--- config.mk ---
export PLATFORM = sky130hd
export DESIGN_NAME = regulator_enable_fault_control
export DESIGN_NICKNAME = d
export VERILOG_FILES = /design/src/hw/reg_seq_pkg.sv /design/src/hw/pin_sync3.sv /design/src/hw/regulator_enable_fault_control.sv
export SDC_FILE = /design/constraint.sdc
export NUM_CORES = 1
export LEC_CHECK = 0
export BUFFER_PORTS_ARGS = -buffer_cell sky130_fd_sc_hd__buf_2
export CAP_MARGIN = 20
export CORE_ASPECT_RATIO = 1.75
export CORE_MARGIN = 2
export CORE_UTILIZATION = 44
export CTS_CLUSTER_DIAMETER = 30
export DETAILED_ROUTE_END_ITERATION = 10
export MAX_ROUTING_LAYER = met4
export PLACE_DENSITY = 0.66
export SYNTH_ARGS = -nofsm -noshare
export SYNTH_HDL_FRONTEND = slang
export SYNTH_SLANG_ARGS = --single-unit
--- constraint.sdc ---
create_clock -name core_clk -period 34.5 [get_ports core_clk]
set_input_delay 6.9 -clock core_clk [delete_from_list [all_inputs] [get_ports core_clk]]
set_output_delay 6.9 -clock core_clk [all_outputs]
set_load 0.01 [all_outputs]
--- src/hw/reg_seq_pkg.sv ---
// shared constants for the regulator enable, soft-start and fault sequencer
// assumes a 10 MHz core clock; variant codes are plain integers of the build option
package reg_seq_pkg;
   localparam int unsigned CLK_HZ          = 10000000;
   // variant codes
   localparam logic [7:0] VAR_00  = 8'h00;
   localparam logic [7:0] VAR_01  = 8'h01;
   localparam logic [7:0] VAR_03  = 8'h03;
   localparam logic [7:0] VAR_04  = 8'h04;
   localparam logic [7:0] VAR_05  = 8'h05;
   localparam logic [7:0] VAR_042 = 8'h2a;
   localparam logic [7:0] VAR_24  = 8'h18;
   localparam logic [7:0] VAR_79  = 8'h4f;
   // field positions and reset values
   localparam int unsigned SETPT_W        = 8;
   localparam int unsigned MODE_BIT       = 7;
   localparam logic [7:0]  SETPT0_RST     = 8'h00;
   localparam logic [7:0]  SETPT1_RST     = 8'h00;
   localparam logic [1:0]  EN_BITS_RST_ON = 2'h3;
   localparam logic [1:0]  EN_BITS_RST_10 = 2'h1;
   localparam logic        BLEED_RST      = 1'b0;
   // current limit, retry and soft-start timing, reference width
   localparam int unsigned ILIM_CYCLES    = 16;
   localparam int unsigned RETRY_MS       = 1700;
   localparam int unsigned RETRY_CYC      = RETRY_MS * (CLK_HZ / 1000);
   localparam int unsigned SS_US          = 200;
   localparam int unsigned SS_CYC         = SS_US * (CLK_HZ / 1000000);
   localparam int unsigned REF_W          = 8;
endpackage

--- src/hw/pin_sync3.sv ---
// three-stage pin synchroniser with agreement filter
// assumes an asynchronous pin input; output changes once stages two and three agree
`timescale 1ns/100ps
module pin_sync3 (
   input  wire logic core_clk,
   input  wire logic sys_rst,
   input  wire logic clk_en,
   input  wire logic pin_in,
   output logic      pin_out
);
   logic s1_q;
   logic s2_q;
   logic s3_q;
   // stage one feeds only stage two, so metastability never reaches the filter
   always_ff @(posedge core_clk or posedge sys_rst) begin
      if (sys_rst) begin
         s1_q    <= 1'b0;
         s2_q    <= 1'b0;
         s3_q    <= 1'b0;
         pin_out <= 1'b0;
      end else if (clk_en) begin
         s1_q <= pin_in;
         s2_q <= s1_q;
         s3_q <= s2_q;
         if (s2_q == s3_q) pin_out <= s3_q;
      end
   end
endmodule // pin_sync3

--- src/hw/regulator_enable_fault_control.sv ---
// enable, soft-start, bleed and current-limit retry control of a step-down regulator
// assumes register writes arrive as single-cycle strobes from a serial front end on core_clk;
// enable and select pins are asynchronous and are synchronised here
`timescale 1ns/100ps
// Functional notes
// - enable pin low holds converter off, all circuitry off, ignoring select and bits
// - enable pin low blocks register writes and register read answers
// - other variants keep register contents while enable pin is low
// - variants 04, 24, 042, 79 reload defaults while enable pin is low
// - power-on reset loads every register with defaults
// - bleed bit high and enable pin or selected bit low connects discharge load
// - rising enable pin with selected bit high starts converter and soft-start
// - soft-start ramps reference slowly; synchronous rectifier off until done
// - 16 consecutive limit cycles: shut down, output stage high-z, retry after 1700 ms
// - variants 00,04,08,09,23,24,42,79: both enable bits reset high
// - variants 01 and 05: enable bits reset to pattern 10
// - variant 03 forces internal select low
// - enable high: output on exactly when the selected enable bit is high
// - mode bit of active setpoint high forces fixed-frequency switching
// - select low picks setpoint register 0, high picks setpoint register 1
module regulator_enable_fault_control #(
   parameter logic [7:0]  VARIANT     = reg_seq_pkg::VAR_00,
   parameter int unsigned RETRY_COUNT = reg_seq_pkg::RETRY_CYC
) (
   input  wire logic       core_clk,
   input  wire logic       sys_rst,
   input  wire logic       clk_en,
   input  wire logic       enable_pin,
   input  wire logic       setpoint_select_pin,
   input  wire logic       wr_setpt0,
   input  wire logic       wr_setpt1,
   input  wire logic       wr_ctrl,
   input  wire logic [7:0] wr_data,
   input  wire logic       rd_req,
   input  wire logic [1:0] rd_sel,
   input  wire logic       sw_cycle_end,
   input  wire logic       sw_cycle_ilim,
   output logic            rd_valid,
   output logic [7:0]      rd_data,
   output logic            converter_on,
   output logic            circuits_on,
   output logic            soft_start,
   output logic [7:0]      ref_level,
   output logic            sync_rect_en,
   output logic            output_hiz,
   output logic            bleed_on,
   output logic            pfm_allowed,
   output logic [5:0]      active_setpoint,
   output logic            fault_wait
);
   typedef enum logic [3:0] {
      ST_OFF   = 4'b0001,
      ST_SOFT  = 4'b0010,
      ST_RUN   = 4'b0100,
      ST_RETRY = 4'b1000
   } seq_state_t;

   seq_state_t  state_q, state_d;
   logic [7:0]  setpoint_register_0, setpoint_register_1;
   logic        converter_on_bit_low_sel, converter_on_bit_high_sel, bleed_bit_q;
   logic [4:0]  ilim_cnt_q;
   logic [31:0] wait_cnt_q;
   logic        en_s, sel_s, en_prev_q;

   function automatic logic [1:0] en_bits_default(input logic [7:0] v);
      // only the host-powering builds come up with the high-select bit clear
      en_bits_default = (v == reg_seq_pkg::VAR_01 || v == reg_seq_pkg::VAR_05)
                        ? reg_seq_pkg::EN_BITS_RST_10
                        : reg_seq_pkg::EN_BITS_RST_ON;
   endfunction

   pin_sync3 u_en  (.core_clk(core_clk), .sys_rst(sys_rst), .clk_en(clk_en),
                    .pin_in(enable_pin), .pin_out(en_s));
   pin_sync3 u_sel (.core_clk(core_clk), .sys_rst(sys_rst), .clk_en(clk_en),
                    .pin_in(setpoint_select_pin), .pin_out(sel_s));

   // selection and decode
   localparam logic [1:0] EN_RST = en_bits_default(VARIANT);
   wire clear_on_low = (VARIANT == reg_seq_pkg::VAR_04) || (VARIANT == reg_seq_pkg::VAR_24) ||
                       (VARIANT == reg_seq_pkg::VAR_042) || (VARIANT == reg_seq_pkg::VAR_79);
   wire sel_int      = (VARIANT == reg_seq_pkg::VAR_03) ? 1'b0 : sel_s;
   wire sel_bit      = sel_int ? converter_on_bit_high_sel : converter_on_bit_low_sel;
   wire [7:0] act_sp = sel_int ? setpoint_register_1 : setpoint_register_0;
   wire want_on      = en_s && sel_bit;
   wire en_rise      = en_s && !en_prev_q;
   wire ilim_trip    = sw_cycle_end && sw_cycle_ilim &&
                       (ilim_cnt_q == 5'(reg_seq_pkg::ILIM_CYCLES - 1));
   // ramp restarts from zero on every entry, whatever the counter held in the state before
   wire [31:0] ramp_cnt = (state_q == ST_SOFT) ? (wait_cnt_q + 32'h1) : 32'h0;
   wire ss_done      = (wait_cnt_q >= 32'(reg_seq_pkg::SS_CYC - 1));
   wire retry_done   = (wait_cnt_q >= 32'(RETRY_COUNT - 1));

   // next state of the sequencer
   always_comb begin
      state_d = state_q;
      case (state_q)
         ST_OFF:   if (want_on && (en_rise || en_prev_q)) state_d = ST_SOFT;
         ST_SOFT:  if (!want_on) state_d = ST_OFF;
                   else if (ilim_trip) state_d = ST_RETRY;
                   else if (ss_done) state_d = ST_RUN;
         ST_RUN:   if (!want_on) state_d = ST_OFF;
                   else if (ilim_trip) state_d = ST_RETRY;
         ST_RETRY: if (!want_on) state_d = ST_OFF;
                   else if (retry_done) state_d = ST_SOFT;
         default:  state_d = ST_OFF;
      endcase
   end

   // registers: reset to defaults, cleared while pin low on some variants, writes blocked
   always_ff @(posedge core_clk or posedge sys_rst) begin
      if (sys_rst) begin
         setpoint_register_0       <= reg_seq_pkg::SETPT0_RST;
         setpoint_register_1       <= reg_seq_pkg::SETPT1_RST;
         converter_on_bit_low_sel  <= EN_RST[0];
         converter_on_bit_high_sel <= EN_RST[1];
         bleed_bit_q               <= reg_seq_pkg::BLEED_RST;
      end else if (clk_en) begin
         if (!en_s && clear_on_low) begin
            setpoint_register_0       <= reg_seq_pkg::SETPT0_RST;
            setpoint_register_1       <= reg_seq_pkg::SETPT1_RST;
            converter_on_bit_low_sel  <= EN_RST[0];
            converter_on_bit_high_sel <= EN_RST[1];
            bleed_bit_q               <= reg_seq_pkg::BLEED_RST;
         end else if (en_s) begin
            if (wr_setpt0) setpoint_register_0 <= wr_data;
            if (wr_setpt1) setpoint_register_1 <= wr_data;
            if (wr_ctrl) begin
               converter_on_bit_low_sel  <= wr_data[0];
               converter_on_bit_high_sel <= wr_data[1];
               bleed_bit_q               <= wr_data[2];
            end
         end
      end
   end

   // sequencer, counters and registered outputs
   always_ff @(posedge core_clk or posedge sys_rst) begin
      if (sys_rst) begin
         state_q         <= ST_OFF;
         en_prev_q       <= 1'b0;
         ilim_cnt_q      <= 5'h00;
         wait_cnt_q      <= 32'h0;
         rd_valid        <= 1'b0;
         rd_data         <= 8'h00;
         converter_on    <= 1'b0;
         circuits_on     <= 1'b0;
         soft_start      <= 1'b0;
         ref_level       <= 8'h00;
         sync_rect_en    <= 1'b0;
         output_hiz      <= 1'b1; // output stage floats until a start is granted
         bleed_on        <= 1'b0;
         pfm_allowed     <= 1'b0;
         active_setpoint <= 6'h00;
         fault_wait      <= 1'b0;
      end else if (clk_en) begin
         state_q   <= state_d;
         en_prev_q <= en_s;
         // counter clears on a clean cycle, when off, and on entry to soft-start
         if (state_d == ST_OFF || state_d == ST_RETRY || (state_d == ST_SOFT && state_q != ST_SOFT))
            ilim_cnt_q <= 5'h00;
         else if (sw_cycle_end) ilim_cnt_q <= sw_cycle_ilim ? ilim_cnt_q + 5'h01 : 5'h00;
         wait_cnt_q <= (state_d != state_q) ? 32'h0 : wait_cnt_q + 32'h1;
         // read answers only while the enable pin is high
         rd_valid <= rd_req && en_s;
         rd_data  <= !(rd_req && en_s) ? 8'h00 : (rd_sel == 2'h0) ? setpoint_register_0 :
                     (rd_sel == 2'h1) ? setpoint_register_1 :
                     {5'h00, bleed_bit_q, converter_on_bit_high_sel, converter_on_bit_low_sel};
         converter_on <= (state_d == ST_SOFT) || (state_d == ST_RUN);
         circuits_on  <= en_s;
         soft_start   <= (state_d == ST_SOFT);
         // reference ramps linearly across the soft-start window
         ref_level    <= (state_d == ST_RUN) ? 8'hff : (state_d == ST_SOFT) ?
                         8'((ramp_cnt * 32'd255) / 32'(reg_seq_pkg::SS_CYC)) : 8'h00;
         sync_rect_en <= (state_d == ST_RUN);
         output_hiz   <= !((state_d == ST_SOFT) || (state_d == ST_RUN));
         bleed_on     <= bleed_bit_q && (!en_s || !sel_bit);
         pfm_allowed  <= (state_d == ST_RUN) && !act_sp[reg_seq_pkg::MODE_BIT];
         active_setpoint <= act_sp[5:0];
         fault_wait   <= (state_d == ST_RETRY);
      end
   end
endmodule // regulator_enable_fault_control

==> impl_results.md <==
* Status: finished, final reports clean
* Buffering stage count on the worst path with inverters included at 3
* Clock Sinks at 99
* Vertical die dimension at 263 um
* Setup repair after global routing missed its margin: false
* Clock skew after layout at 0.00801 ns
* Number of nets with antenna violations after detailed routing at 0
* Number of placed instances, taps included at 2,565
* Total CTS buffers at 9
* CTS hold repair buffers at 0
* Delay of the slowest cell on the worst path at 0.88 ns
* Total count of hold-check failures in the final report at 0
* Average routed wire per standard cell at 17.6 um
* Data required time at the worst endpoint at 34.80 ns
* Number of max-slew violations in the final report at 0
* Total power draw at 341 uW
* Critical Path Slowest Stage Cell: o21ai_1
* Global routing's busiest layer: met2
* Met2 usage in global routing at 0.451
* Detailed router's first-iteration violation count at 767
* Max-capacitance violation count at 0
* Setup slack after layout at 10.84 ns
* Core outline area at 38,200 um2
* Reg clk slew, reported paths at 0.08 ns
* Clock latency on the worst-skew pair at 0.36 ns
* Portion of the clock cycle consumed by the worst path in the final layout at 0.686
* H-tree Lvls at 3
* Full die area at 40,100 um2
* Synth Net Count at 2,292
* Largest net degree at the start of global routing at 77
* Shortest clock period the worst path allows after layout at 23.66 ns
* Crit path arrival time at 23.96 ns
* Post-synthesis instance area at 16,900 um2
* Number of filler cells placed in the layout at 3,774
* Number of placed I/O pins at 52
* Detailed Routing Iterations Pass 1 at 9
* Launching element type of the critical path: flop
* Power density over the cells at 19.1 nW/um2
* Post-synthesis cell type with the largest combined area: dfrtp_1
* Fraction of final layout cells sized beyond drive strength 1 at 0.103
* Routed Wire Length at 45,400 um
* Main area contributors after synthesis: dfrtp_1 (14%), fa_1 (13%), xnor2_1 (5.9%)
* Die boundary width at 152 um
* Ratio of routed vias to standard cells at 6.05
* Pleak at 0.00775 uW
* Synth Area per Inst at 8.04 um2
* Count of cells resized by post-cts repair at 0
* Library cell used as clock root buffer: clkbuf_16
* Seq. cell area at 2480 um2
* Critical path class: reg -> reg
* Maximum fanout along the worst path at 17
* Number of synthesized register bits at 99
* Count of different cell masters after synthesis at 126
* GP Congestion at 0.913
* Remaining max-slew budget at the tightest pin at 0.284
* Non-filler cells, final at 2,582
* Congestion Overflow GR at 0
* Row count at 95
* Number of nets in the layout at 2,279
* Initial core utilization at 0.444
* Overall routing resource usage at 0.230
* Multi-input logic area at 13,100 um2
* Highest achievable clock rate at 42.3 MHz
* Number of antenna violations at the first check in global routing at 0
* Final routed DRC violation total at 0
* Synth warn at 0
* Fraction of post-synthesis cell area in the top cell type by area at 0.140
* Total Neg Setup Slack at 0 ns
* Port Buffers at 51
* Primary flip-flop cell chosen by synthesis mapping: dfrtp_1
* Clock tree buffer depth at 2
* Global-route track usage on met1 at 0.224
* Setup Viol. Count Final at 0
* Post CTS Setup Buffer Count at 0
* Hold WC Path Type: reg -> reg
* Worst Tran Pin Value at 1.04 ns
* Setup WS pre-CTS at 11.14 ns
* Crit end category: flop
* Crit path max-delay family: compound AO/OA/AOI/OAI gates
* Count of flip-flops with a built-in enable after synthesis at 0
* Mapped Cells at 2,105
* Via count of the first global-routing pass at 15.7k
* Diodes inserted at 0
* DP Wirelength at 37,100 um
* First-pass GRT wire length at 75,500 um
* Post-synthesis sequential area ratio at 0.147
* Vias at 15.6k
* Synth-to-layout area growth at 5.32%
* Async SR Flop Fraction at 1.00
* TritonCTS clock tree: built
* Worst ir drop on vdd at 0.0520 mV
* GR met3 Demand/Resource at 0.0145
[worst min-delay path: cells and delay by family, from the launching register on]
family | cells | cell delay [ns]
and+or+nand+nor | 1 | 0.05
DFF | 1 | 0.34
AOI/OAI and AO/OA | 1 | 0.06
[layer usage]
layer	up-vias	share of wire	wire, um
met3	142	0.024	1070
met4	0	0.049	2200
met5	-	0	0
met1	7536	0.37	16800
li1	7539	-	-
met2	393	0.56	25200
[worst paths after layout]
kind	start	endpoint	slack, ns	depth (start not counted)
worst min register to register	ilim_cnt_q[4]$_DFFE_PP0P_	ilim_cnt_q[4]$_DFFE_PP0P_	0.48	2
max in group asynchronous	sys_rst	state_q[0]$_DFFE_PP1P_	27.08	4
worst max-delay path	wait_cnt_q[0]$_DFFE_PP0P_	ref_level[0]$_DFFE_PP0P_	10.84	69
worst max register to register	wait_cnt_q[0]$_DFFE_PP0P_	ref_level[0]$_DFFE_PP0P_	10.84	69
worst min-delay path	ilim_cnt_q[4]$_DFFE_PP0P_	ilim_cnt_q[4]$_DFFE_PP0P_	0.48	2
min in group asynchronous	sys_rst	setpoint_register_0[3]$_DFFE_PP0P_	6.49	2
[metrics by stage]
step	hold WS (ns)	utilization	area [um2]
after floorplan	0.449	-	16900
after global routing	0.506	0.467	17800
after detailed placement	0.466	0.458	17500
after CTS	0.483	0.467	17800
final	0.480	0.467	17800
after global placement	0.460	0.458	17500
[registers in the layout (all words and copies together) (netlist names), 4 cells and up]
signal,flops
wait_cnt_q,32
rd_data,8
ref_level,8
setpoint_register_0,8
setpoint_register_1,8
active_setpoint,6
ilim_cnt_q,5
state_q,4
[kinds of logic after synthesis]
| logic type | share of synthesized area |
|---|---|
| flip-flops | 0.147 |
| buffers and inverters | 0.0782 |
| AO/OA/AOI/OAI | 0.274 |
| adder cells (fa/ha/maj) | 0.176 |
| AND/OR/NAND/NOR | 0.184 |
| XOR/XNOR | 0.0864 |
| multiplexers | 0.0557 |
[cell usage after synthesis, types with 16 or more instances]
cell	number
a21o_1	38
mux2i_1	42
and3_1	26
o21ai_1	22
xor2_1	41
nand2_1	149
nor3_1	48
inv_1	244
nor4_1	17
ha_1	56
fa_1	110
a211o_1	16
and2_1	25
o211ai_1	23
o22ai_1	31
o21ai_0	109
a21oi_1	118
a211oi_1	29
mux2_2	37
a31oi_1	20
buf_2	35
nand2b_1	34
xnor2_1	115
nand4_1	31
clkbuf_1	45
nor2_1	158
nand3_1	65
o31ai_1	24
dfrtp_1	95
[cells in the final DEF, fill, tap and decap left out, drive strengths merged, types with 8 or more instances in the layout]
cell type and count:
inv 248, nor2 159, nand2 149, o21ai 138, a21oi 123, xnor2 117
fa 110, dfrtp 95, nand3 68, buf 65, ha 56, nor3 52
mux2i 47, xor2 42, mux2 40, a21o 38, a211oi 35, nand2b 34
o22ai 31, nand4 31, o211ai 30, and3 26, and2 26, o31ai 26
a31oi 24, nor4 18, a211o 16, o221ai 14, o21a 13, or2 12
o31a 10, a2bb2oi 10, clkbuf 10, or3 9, nor2b 9, and4 9
o21bai 9, a311oi 8
[report_power, final]
part,total (uW),switching (uW),internal [uW]
clock network,108,49.6,58.0
registers,155,17.6,137
logic,78.5,44.0,34.5
total,341,111,230
[layout make-up]
type	instances	area share
repair buffers	65	0.0213
clock buffers	10	0.0128
well taps	485	0.0340
inverters	245	0.0517
flip-flops and latches	99	0.139
clock inverters	6	0.00463
multi-input cells	1672	0.736
Note: power is estimated with default switching activity, not from simulation.
